--- src/verilog/drmsb_pkg.sv ---
/*
  Constants, parameter addresses and decode function of the drive monitor status bank.
  Assumes a fieldbus front end that delivers one parameter access per request.
*/
package drmsb_pkg;

  // ---------------------------------------------------------------
  // Modbus parameter addresses
  // ---------------------------------------------------------------
  localparam logic [15:0] MB_USER1 = 16'h013e;
  localparam logic [15:0] MB_USER2 = 16'h0140;
  localparam logic [15:0] MB_USER3 = 16'h0142;
  localparam logic [15:0] MB_STOP = 16'h1c0a;
  localparam logic [15:0] MB_LIVE = 16'h1c0e;
  localparam logic [15:0] MB_LATCH = 16'h1c10;
  localparam logic [15:0] MB_UDC = 16'h1c1e;
  localparam logic [15:0] MB_TEMP = 16'h1c20;

  // ---------------------------------------------------------------
  // CANopen index and subindex, joined as index:sub
  // ---------------------------------------------------------------
  localparam logic [23:0] CO_USER1 = 24'h30011f;
  localparam logic [23:0] CO_USER2 = 24'h300120;
  localparam logic [23:0] CO_USER3 = 24'h300121;
  localparam logic [23:0] CO_STOP = 24'h603f00;
  localparam logic [23:0] CO_LIVE = 24'h301c07;
  localparam logic [23:0] CO_LATCH = 24'h301c08;
  localparam logic [23:0] CO_UDC = 24'h301c0f;
  localparam logic [23:0] CO_TEMP = 24'h301c10;

  // ---------------------------------------------------------------
  // Monitoring flag positions
  // ---------------------------------------------------------------
  localparam int BIT_GENERAL = 0;
  localparam int BIT_LIMIT_SW = 1;
  localparam int BIT_RANGE = 2;
  localparam int BIT_QSTOP = 3;
  localparam int BIT_STO_ZERO = 4;
  localparam int BIT_RS485 = 6;
  localparam int BIT_CAN = 7;
  localparam int BIT_ETH = 8;
  localparam int BIT_REF_FREQ = 9;
  localparam int BIT_OPMODE = 10;
  localparam int BIT_FIELDBUS = 12;
  localparam int BIT_DC_UNDER = 14;
  localparam int BIT_DC_OVER = 15;
  localparam int BIT_MAINS = 16;
  localparam int BIT_MOTOR_CONN = 17;
  localparam int BIT_MOTOR_OC = 18;
  localparam int BIT_ENCODER = 19;
  localparam int BIT_24V_UNDER = 20;
  localparam int BIT_OVERTEMP = 21;
  localparam int BIT_POS_DEV = 22;
  localparam int BIT_MAX_VEL = 23;
  localparam int BIT_STO_DIFF = 24;
  localparam int BIT_NVM = 29;
  localparam int BIT_BOOT = 30;
  localparam int BIT_SYSTEM = 31;

  // Bits 5, 11, 13 and 25 to 28 carry nothing
  localparam logic [31:0] FLAG_RSV_MASK = 32'h1e00_2820;
  localparam logic [31:0] FLAG_RESET = 32'h0000_0000;

  // ---------------------------------------------------------------
  // Reset values and stop classes
  // ---------------------------------------------------------------
  localparam logic [31:0] USER_RESET = 32'h0000_0000;
  localparam logic [15:0] STOP_RESET = 16'h0000;
  localparam logic [2:0] STOP_CLASS_MIN = 3'h1;
  localparam logic [2:0] STOP_CLASS_MAX = 3'h4;
  localparam int USER_WORDS = 3;

  // One-hot parameter select
  typedef enum logic [8:0] {
    SEL_NONE = 9'h001,
    SEL_USER1 = 9'h002,
    SEL_USER2 = 9'h004,
    SEL_USER3 = 9'h008,
    SEL_STOP = 9'h010,
    SEL_LATCH = 9'h020,
    SEL_LIVE = 9'h040,
    SEL_UDC = 9'h080,
    SEL_TEMP = 9'h100
  } drmsb_sel_t;

  function automatic drmsb_sel_t drmsb_decode(
    input logic space,
    input logic [15:0] mb,
    input logic [23:0] co
  );
    drmsb_sel_t s;
    s = SEL_NONE;
    if (!space) begin
      case (mb)
        MB_USER1: s = SEL_USER1;
        MB_USER2: s = SEL_USER2;
        MB_USER3: s = SEL_USER3;
        MB_STOP: s = SEL_STOP;
        MB_LIVE: s = SEL_LIVE;
        MB_LATCH: s = SEL_LATCH;
        MB_UDC: s = SEL_UDC;
        MB_TEMP: s = SEL_TEMP;
        default: s = SEL_NONE;
      endcase
    end else begin
      case (co)
        CO_USER1: s = SEL_USER1;
        CO_USER2: s = SEL_USER2;
        CO_USER3: s = SEL_USER3;
        CO_STOP: s = SEL_STOP;
        CO_LIVE: s = SEL_LIVE;
        CO_LATCH: s = SEL_LATCH;
        CO_UDC: s = SEL_UDC;
        CO_TEMP: s = SEL_TEMP;
        default: s = SEL_NONE;
      endcase
    end
    return s;
  endfunction

endpackage

--- src/verilog/drmsb_flag_latch.sv ---
/*
  Live and sticky monitoring flag registers.
  Assumes condition inputs are synchronous levels and clear is a one-cycle pulse.
*/
`timescale 1ns/1ps
module drmsb_flag_latch #(
  parameter int WIDTH = 32,
  parameter logic [WIDTH-1:0] RSV_MASK = '0
) (
  // Clock and reset
  input wire logic clk,
  input wire logic rstn,
  // Conditions and fault reset
  input wire logic [WIDTH-1:0] live_in,
  input wire logic clear,
  // Flag words
  output logic [WIDTH-1:0] live_reg,
  output logic [WIDTH-1:0] latched_reg
);
  import drmsb_pkg::*;

  logic [WIDTH-1:0] live_next;
  logic [WIDTH-1:0] latched_next;

  generate
    if (WIDTH < 1) begin : g_bad_width
      $error("Flag width must be at least one");
    end
  endgenerate

  // Reserved positions never show a condition
  assign live_next = live_in & ~RSV_MASK;  // [RULE8] [RULE17] [RULE15]
  // New condition outranks a fault reset in the same cycle
  assign latched_next = (latched_reg & {WIDTH{~clear}}) | live_next;  // [RULE16] [RULE2]

  always_ff @(posedge clk) begin
    if (!rstn) begin
      live_reg <= '0;
      latched_reg <= '0;
    end else begin
      live_reg <= live_next;
      latched_reg <= latched_next;
    end
  end

endmodule

--- src/verilog/drmsb_bank.sv ---
/*
  Drive monitor status bank: fieldbus-readable monitoring, stop code,
  measurements and persistent user words.
  Assumes a fieldbus front end issuing single-cycle requests, a nonvolatile
  store that restores user words after power-up, and synchronous inputs.
*/
`timescale 1ns/1ps

// Operation
// [RULE1] A read-only 32-bit word holds the saved state of every monitored condition.
// [RULE2] Each saved bit reads 1 once its condition has been active and 0 otherwise.
// [RULE3] Bits 0 to 4 flag general error, limit switch, range, quick stop and safe torque off at 0.
// [RULE4] Bits 6 to 10 flag RS485, CAN, Ethernet, reference frequency and mode; bit 12 fieldbus.
// [RULE5] Bits 14 to 19 flag DC bus under and over voltage, mains, motor wiring, current, encoder.
// [RULE6] Bits 20 to 24 flag 24 V low, overtemperature, position, velocity, safe input mismatch.
// [RULE7] Bits 29 to 31 flag nonvolatile memory, booting and system faults.
// [RULE8] Bits 5, 11, 13, 25, 27 and 28 are reserved and carry nothing.
// [RULE9] The code of the latest stopping error, class 1 to 4, is recorded.
// [RULE10] The stop code is a read-only 16-bit word starting at 0.
// [RULE11] DC bus voltage is read-only, unsigned 16 bits, in tenths of a volt.
// [RULE12] Power stage temperature is read-only, signed 16 bits, in degrees Celsius.
// [RULE13] Three 32-bit user words are read-write, persistent and start at 0.
// [RULE14] Every parameter sits at a fixed CANopen index:subindex and a fixed Modbus address.
// [RULE15] A live word with the same bit layout shows only currently active conditions.
// [RULE16] A saved bit sets when its condition is active and stays until a fault reset.
// [RULE17] Bit 26 is reserved and reads 0.
module drmsb_bank #(
  parameter int FLAG_WIDTH = 32
) (
  // Clock and reset
  input wire logic clk,
  input wire logic rstn,
  // Parameter access
  input wire logic req_valid,
  input wire logic req_write,
  input wire logic req_space,
  input wire logic [15:0] req_mb_addr,
  input wire logic [15:0] req_co_index,
  input wire logic [7:0] req_co_sub,
  input wire logic [31:0] req_wdata,
  output logic resp_valid,
  output logic resp_error,
  output logic [31:0] resp_rdata,
  // Monitoring conditions
  input wire logic [31:0] live_conditions,
  input wire logic fault_reset,
  // Stopping errors
  input wire logic stop_event,
  input wire logic [2:0] stop_class,
  input wire logic [15:0] stop_code,
  // Measurements
  input wire logic [15:0] dc_bus_voltage_in,
  input wire logic [15:0] power_stage_temperature_in,
  // Nonvolatile store
  input wire logic nv_load_valid,
  input wire logic [1:0] nv_load_slot,
  input wire logic [31:0] nv_load_data,
  output logic nv_save_valid,
  output logic [1:0] nv_save_slot,
  output logic [31:0] nv_save_data
);
  import drmsb_pkg::*;

  // ---------------------------------------------------------------
  // Declarations
  // ---------------------------------------------------------------
  logic [31:0] live_monitor_flags;
  logic [31:0] latched_monitor_flags;
  logic [15:0] stop_error_code_reg;
  logic [15:0] stop_error_code_next;
  logic [15:0] dc_bus_voltage_reg;
  logic signed [15:0] power_stage_temperature_reg;
  logic [31:0] user_reg [USER_WORDS];
  logic [31:0] user_next [USER_WORDS];
  logic resp_valid_next;
  logic resp_error_next;
  logic [31:0] resp_rdata_next;
  logic nv_save_valid_next;

  drmsb_sel_t sel_w;
  wire [23:0] co_key_w = {req_co_index, req_co_sub};
  wire [1:0] user_slot_w;
  wire is_user_w;
  wire is_ro_w;
  wire is_none_w;
  wire user_wr_w;
  wire stop_take_w;
  wire [31:0] rd_mux_w;

  generate
    if (FLAG_WIDTH != 32) begin : g_bad_flags
      $error("Monitoring word layout needs exactly 32 bits");
    end
  endgenerate

  // ---------------------------------------------------------------
  // Monitoring flags
  // ---------------------------------------------------------------
  // Conditions arrive already in position order
  drmsb_flag_latch #(
    .WIDTH(FLAG_WIDTH),
    .RSV_MASK(FLAG_RSV_MASK)
  ) u_flags (
    .clk(clk),
    .rstn(rstn),
    .live_in(live_conditions),  // [RULE3] [RULE4] [RULE5] [RULE6] [RULE7]
    .clear(fault_reset),
    .live_reg(live_monitor_flags),
    .latched_reg(latched_monitor_flags)
  );

  // ---------------------------------------------------------------
  // Address decode
  // ---------------------------------------------------------------
  assign sel_w = drmsb_decode(req_space, req_mb_addr, co_key_w);  // [RULE14]
  assign is_none_w = (sel_w == SEL_NONE);
  assign is_user_w = (sel_w == SEL_USER1) || (sel_w == SEL_USER2)
                     || (sel_w == SEL_USER3);
  assign is_ro_w = !is_user_w && !is_none_w;  // [RULE1] [RULE10]
  assign user_slot_w = (sel_w == SEL_USER3) ? 2'h2 :
                       (sel_w == SEL_USER2) ? 2'h1 : 2'h0;
  assign user_wr_w = req_valid && req_write && is_user_w;  // [RULE13]

  // ---------------------------------------------------------------
  // Read data select
  // ---------------------------------------------------------------
  // Narrow words sit in the low half, upper half reads zero
  assign rd_mux_w =
      ({32{sel_w == SEL_USER1}} & user_reg[0])
    | ({32{sel_w == SEL_USER2}} & user_reg[1])
    | ({32{sel_w == SEL_USER3}} & user_reg[2])
    | ({32{sel_w == SEL_STOP}} & {16'h0000, stop_error_code_reg})
    | ({32{sel_w == SEL_LATCH}} & latched_monitor_flags)
    | ({32{sel_w == SEL_LIVE}} & live_monitor_flags)
    | ({32{sel_w == SEL_UDC}} & {16'h0000, dc_bus_voltage_reg})  // [RULE11]
    | ({32{sel_w == SEL_TEMP}} & {16'h0000, power_stage_temperature_reg});  // [RULE12]

  // Writes to read-only or unmapped words answer with an error
  assign resp_valid_next = req_valid;
  assign resp_error_next = req_valid && (is_none_w || (req_write && is_ro_w));
  assign resp_rdata_next = (req_valid && !req_write) ? rd_mux_w : 32'h0000_0000;

  // ---------------------------------------------------------------
  // Stop code capture
  // ---------------------------------------------------------------
  // Class 0 entries are warnings and leave the stop code alone
  assign stop_take_w = stop_event && (stop_class >= STOP_CLASS_MIN)
                       && (stop_class <= STOP_CLASS_MAX);
  assign stop_error_code_next = stop_take_w ? stop_code : stop_error_code_reg;  // [RULE9]

  // ---------------------------------------------------------------
  // User words
  // ---------------------------------------------------------------
  // A fieldbus write outranks a restore aimed at the same slot
  always_comb begin
    for (int i = 0; i < USER_WORDS; i++) begin
      user_next[i] = user_reg[i];
      if (nv_load_valid && (nv_load_slot == 2'(i))) begin
        user_next[i] = nv_load_data;
      end
      if (user_wr_w && (user_slot_w == 2'(i))) begin
        user_next[i] = req_wdata;  // [RULE13]
      end
    end
  end

  // Every accepted write is mirrored to the store so it survives power loss
  // Store must keep up with one write per cycle; there is no backpressure
  assign nv_save_valid_next = user_wr_w;

  // ---------------------------------------------------------------
  // Registers
  // ---------------------------------------------------------------
  // Measurements are plain one-cycle copies, no filtering or range check
  always_ff @(posedge clk) begin
    if (!rstn) begin
      for (int i = 0; i < USER_WORDS; i++) begin
        user_reg[i] <= USER_RESET;
      end
    end else begin
      for (int i = 0; i < USER_WORDS; i++) begin
        user_reg[i] <= user_next[i];
      end
    end
  end

  always_ff @(posedge clk) begin
    if (!rstn) begin
      stop_error_code_reg <= STOP_RESET;  // [RULE10]
      dc_bus_voltage_reg <= 16'h0000;
      power_stage_temperature_reg <= 16'sh0000;
    end else begin
      stop_error_code_reg <= stop_error_code_next;
      dc_bus_voltage_reg <= dc_bus_voltage_in;  // [RULE11]
      power_stage_temperature_reg <= power_stage_temperature_in;  // [RULE12]
    end
  end

  always_ff @(posedge clk) begin
    if (!rstn) begin
      resp_valid <= 1'b0;
      resp_error <= 1'b0;
      resp_rdata <= 32'h0000_0000;
    end else begin
      resp_valid <= resp_valid_next;
      resp_error <= resp_error_next;
      resp_rdata <= resp_rdata_next;
    end
  end

  always_ff @(posedge clk) begin
    if (!rstn) begin
      nv_save_valid <= 1'b0;
      nv_save_slot <= 2'h0;
      nv_save_data <= 32'h0000_0000;
    end else begin
      nv_save_valid <= nv_save_valid_next;
      nv_save_slot <= user_slot_w;
      nv_save_data <= req_wdata;
    end
  end
endmodule

--- config.mk ---
export PLATFORM = sky130hd
export DESIGN_NAME = drmsb_bank
export DESIGN_NICKNAME = d
export VERILOG_FILES = /design/src/verilog/drmsb_pkg.sv /design/src/verilog/drmsb_flag_latch.sv /design/src/verilog/drmsb_bank.sv
export SDC_FILE = /design/constraint.sdc
export NUM_CORES = 1
export LEC_CHECK = 0
export BUFFER_PORTS_ARGS = -buffer_cell sky130_fd_sc_hd__buf_2
export CORE_MARGIN = 2
export CORE_UTILIZATION = 55
export DETAILED_ROUTE_END_ITERATION = 10
export HOLD_SLACK_MARGIN = 0.05
export PLACE_DENSITY = 0.84
export SYNTH_ARGS = -nofsm -noshare
export SYNTH_HDL_FRONTEND = slang
export SYNTH_HIERARCHICAL = 1
export SYNTH_SLANG_ARGS = --single-unit
--- constraint.sdc ---
create_clock -name clk -period 5.3 [get_ports clk]
set_clock_uncertainty 0.15 [all_clocks]
set_input_delay 0 -clock clk [delete_from_list [all_inputs] [get_ports clk]]
set_output_delay 0 -clock clk [all_outputs]
set_load 0.03 [all_outputs]
==> summary.txt <==
max_cap viols: 0
switching part of the total: 23.3%
status: finished clean
num rows: 52
clock-pin slew on the worst setup and hold paths: 0.06 ns
clk buf depth: 3
Leak: 7.62 nW
Post-layout nets: 1635
Post-DP Area: 12500 um^2
fin util: 75.3%
Placed Cells: 1510
Clock Power Share: 42.6%
Core ar.: 20000 um^2
sequential-to-total area share from yosys stat: 48.5%
final setup vio count: 0
ys flop type: dfxtp_1
commonest non-fill, non-tap cell in the layout: dfxtp_1
die width: 146 um
max frequency: 0.281 GHz
Pwr Density: 302 nW/um^2
hpwl dp: 19900 um
drt pass-1 iters: 8
initial antenna violation count: 2
CTS Buf Count: 28
Final Hold Viols: 0
global-route wire length before repair: 55600 um
Finished Cell Area: 15100 um^2
largest net degree at the start of global routing: 135
I/O Pins: 266
Post-route DRC: 0
Final WS setup: 1.75 ns
Largest register FFs: 96
Iter 0 DRT Violations: 703
Post-synth EDFFs: 0
crit-path max FO: 64
Req. time, crit path: 5.58 ns
Mapped Cells: 1052
post-CTS setup buffers: 0
DR WL/cell: 20.9 um
Vias/cell: 5.81
GR Overflow Total: 0
library cells used by synthesis: 57
GP Congestion: 0.890
reg2reg setup slack: 3.63 ns
DR vias: 10000
commonest non-fill, non-tap cells in the layout: dfxtp_1, buf_2, dlygate4sd3_1
Die H: 146 um
PostCTS Resize Cnt: 0
H-tree Lvls: 1
Slew Limit Fails: 0
Mean Syn Cell Area: 10.6 um^2
sw power: 1.06 mW
min cycle time layout: 3.55 ns
Worst-Margin Slew: 1.15 ns
share of cells above drive strength 1: 24.1%
Int Pwr: 3.50 mW
PortBufs: 258
non-filler instance count after layout: 1727
FF+latch count, synth: 270
Final Power: 4.56 mW
yosys warns: 6
nature of the critical path endpoint: register
synthesized area: 11200 um^2
Fill cells: 1350
pre-CTS setup slack: 2.54 ns
Logic pwr share: 10.4%
CTS tree: yes
area growth from synthesis to layout: 35.3%
Sink Count: 270
Initial Util: 55.7%
Post-synth ARST share: 0%
worst skew pair latency: 0.54 ns
root buffer cell: clkbuf_16
setup_tns: 0 ns
DRT antenna net count: 0
Worst Path Arrival: 3.83 ns
Critical Path Source Type: input port
sequential power share: 47.1%
CP Class: input port to register
Hold WC Path Type: input port to register
RSZ-0062 raised after global routing: false
DIE AREA: 21400 um^2
Fin Hold WS: 0.0687 ns
Tcrit/Tclk final: 67.1%
worst-case vdd ir drop: 299 uV
number of global-route vias before repair: 10400
slew margin rel.: 22.8%
final wirelength: 36100 um
Global Route Usage Sum: 32.6%
==> kinds of logic after synthesis <==
logic type             share of synthesized area [%]
flip-flops                                      48.5
AO/OA/AOI/OAI                                   21.3
AND/OR/NAND/NOR                                 16.3
multiplexers                                    10.0
other                                         0.0336
buffers and inverters                           3.89
==> cells in the mapped netlist, types with 17 or more instances <==
cell	number	area [um^2]
clkbuf_1	45	169
a22oi_1	50	375
dfxtp_1	270	5410
nand2_1	105	394
a21oi_1	17	85.1
and2_1	98	613
o21a_1	25	188
buf_2	26	130
mux2i_1	112	1120
o211a_1	96	961
nor2b_1	28	175
==> worst max-delay path, cell delays in order <==
cell and delay [ns]:
dlygate4sd3_1 0.53, buf_2 0.13, nor4_4 0.28, dlygate4sd3_1 0.67
nand3_2 0.15, o32ai_4 0.27, buf_4 0.47, nand3_2 0.11
buf_4 0.35, o211a_1 0.30, dlygate4sd3_1 0.56
==> repair_timing <==
| action | CTS | global route |
|---|---|---|
| hold endpoints to repair | 231 | 0 |
| hold buffers | 168 | 0 |
| setup endpoints to repair | 0 | 0 |
==> metal layers <==
layer / global-route usage, % / vias up / share of wire (%)
li1: - / 4626 / -
met1: 36.6 / 4814 / 37
met2: 59.1 / 477 / 51
met3: 5.34 / 119 / 6.5
met4: 17.3 / 0 / 5.7
met5: 0 / - / 0
==> worst paths after layout <==
| path | start | endpoint | cells past startpoint |
|---|---|---|---|
| setup / recovery | req_co_index[8] | user_reg[0][78]$_SDFFE_PN0P_ | 11 |
| hold / removal | dc_bus_voltage_in[2] | dc_bus_voltage_reg[2]$_SDFF_PN0_ | 3 |
| setup reg to reg | stop_error_code_reg[0]$_SDFFE_PN0P_ | resp_rdata[0]$_SDFF_PN0_ | 3 |
| hold reg to reg | u_flags/latched_reg[25]$_SDFF_PN0_ | u_flags/latched_reg[25]$_SDFF_PN0_ | 1 |
==> power groups by stage <==
stage | clock network (mW) | logic [mW] | registers, mW
final | 1.94 | 0.474 | 2.15
after global routing | 2.05 | 0.508 | 2.15
after CTS | 1.96 | 0.456 | 2.14
after detailed placement | 0 | 0.356 | 2.19
after global placement | 0 | 0.346 | 2.18
after floorplan | 0 | 0.184 | 2.21
==> layout make-up <==
class / count / area (um^2) / area share [%]
Tap cell: 270 / 338 / 2.24
Inverter: 1 / 3.75 / 0.0249
Antenna cell: 2 / 5.00 / 0.0332
Clock buffer: 39 / 802 / 5.31
Sequential cell: 270 / 5410 / 35.8
Timing Repair Buffer: 438 / 3070 / 20.3
Multi-Input combinational cell: 699 / 5360 / 35.5
Clock inverter: 8 / 106 / 0.705
(Power assumes the default switching activity.)
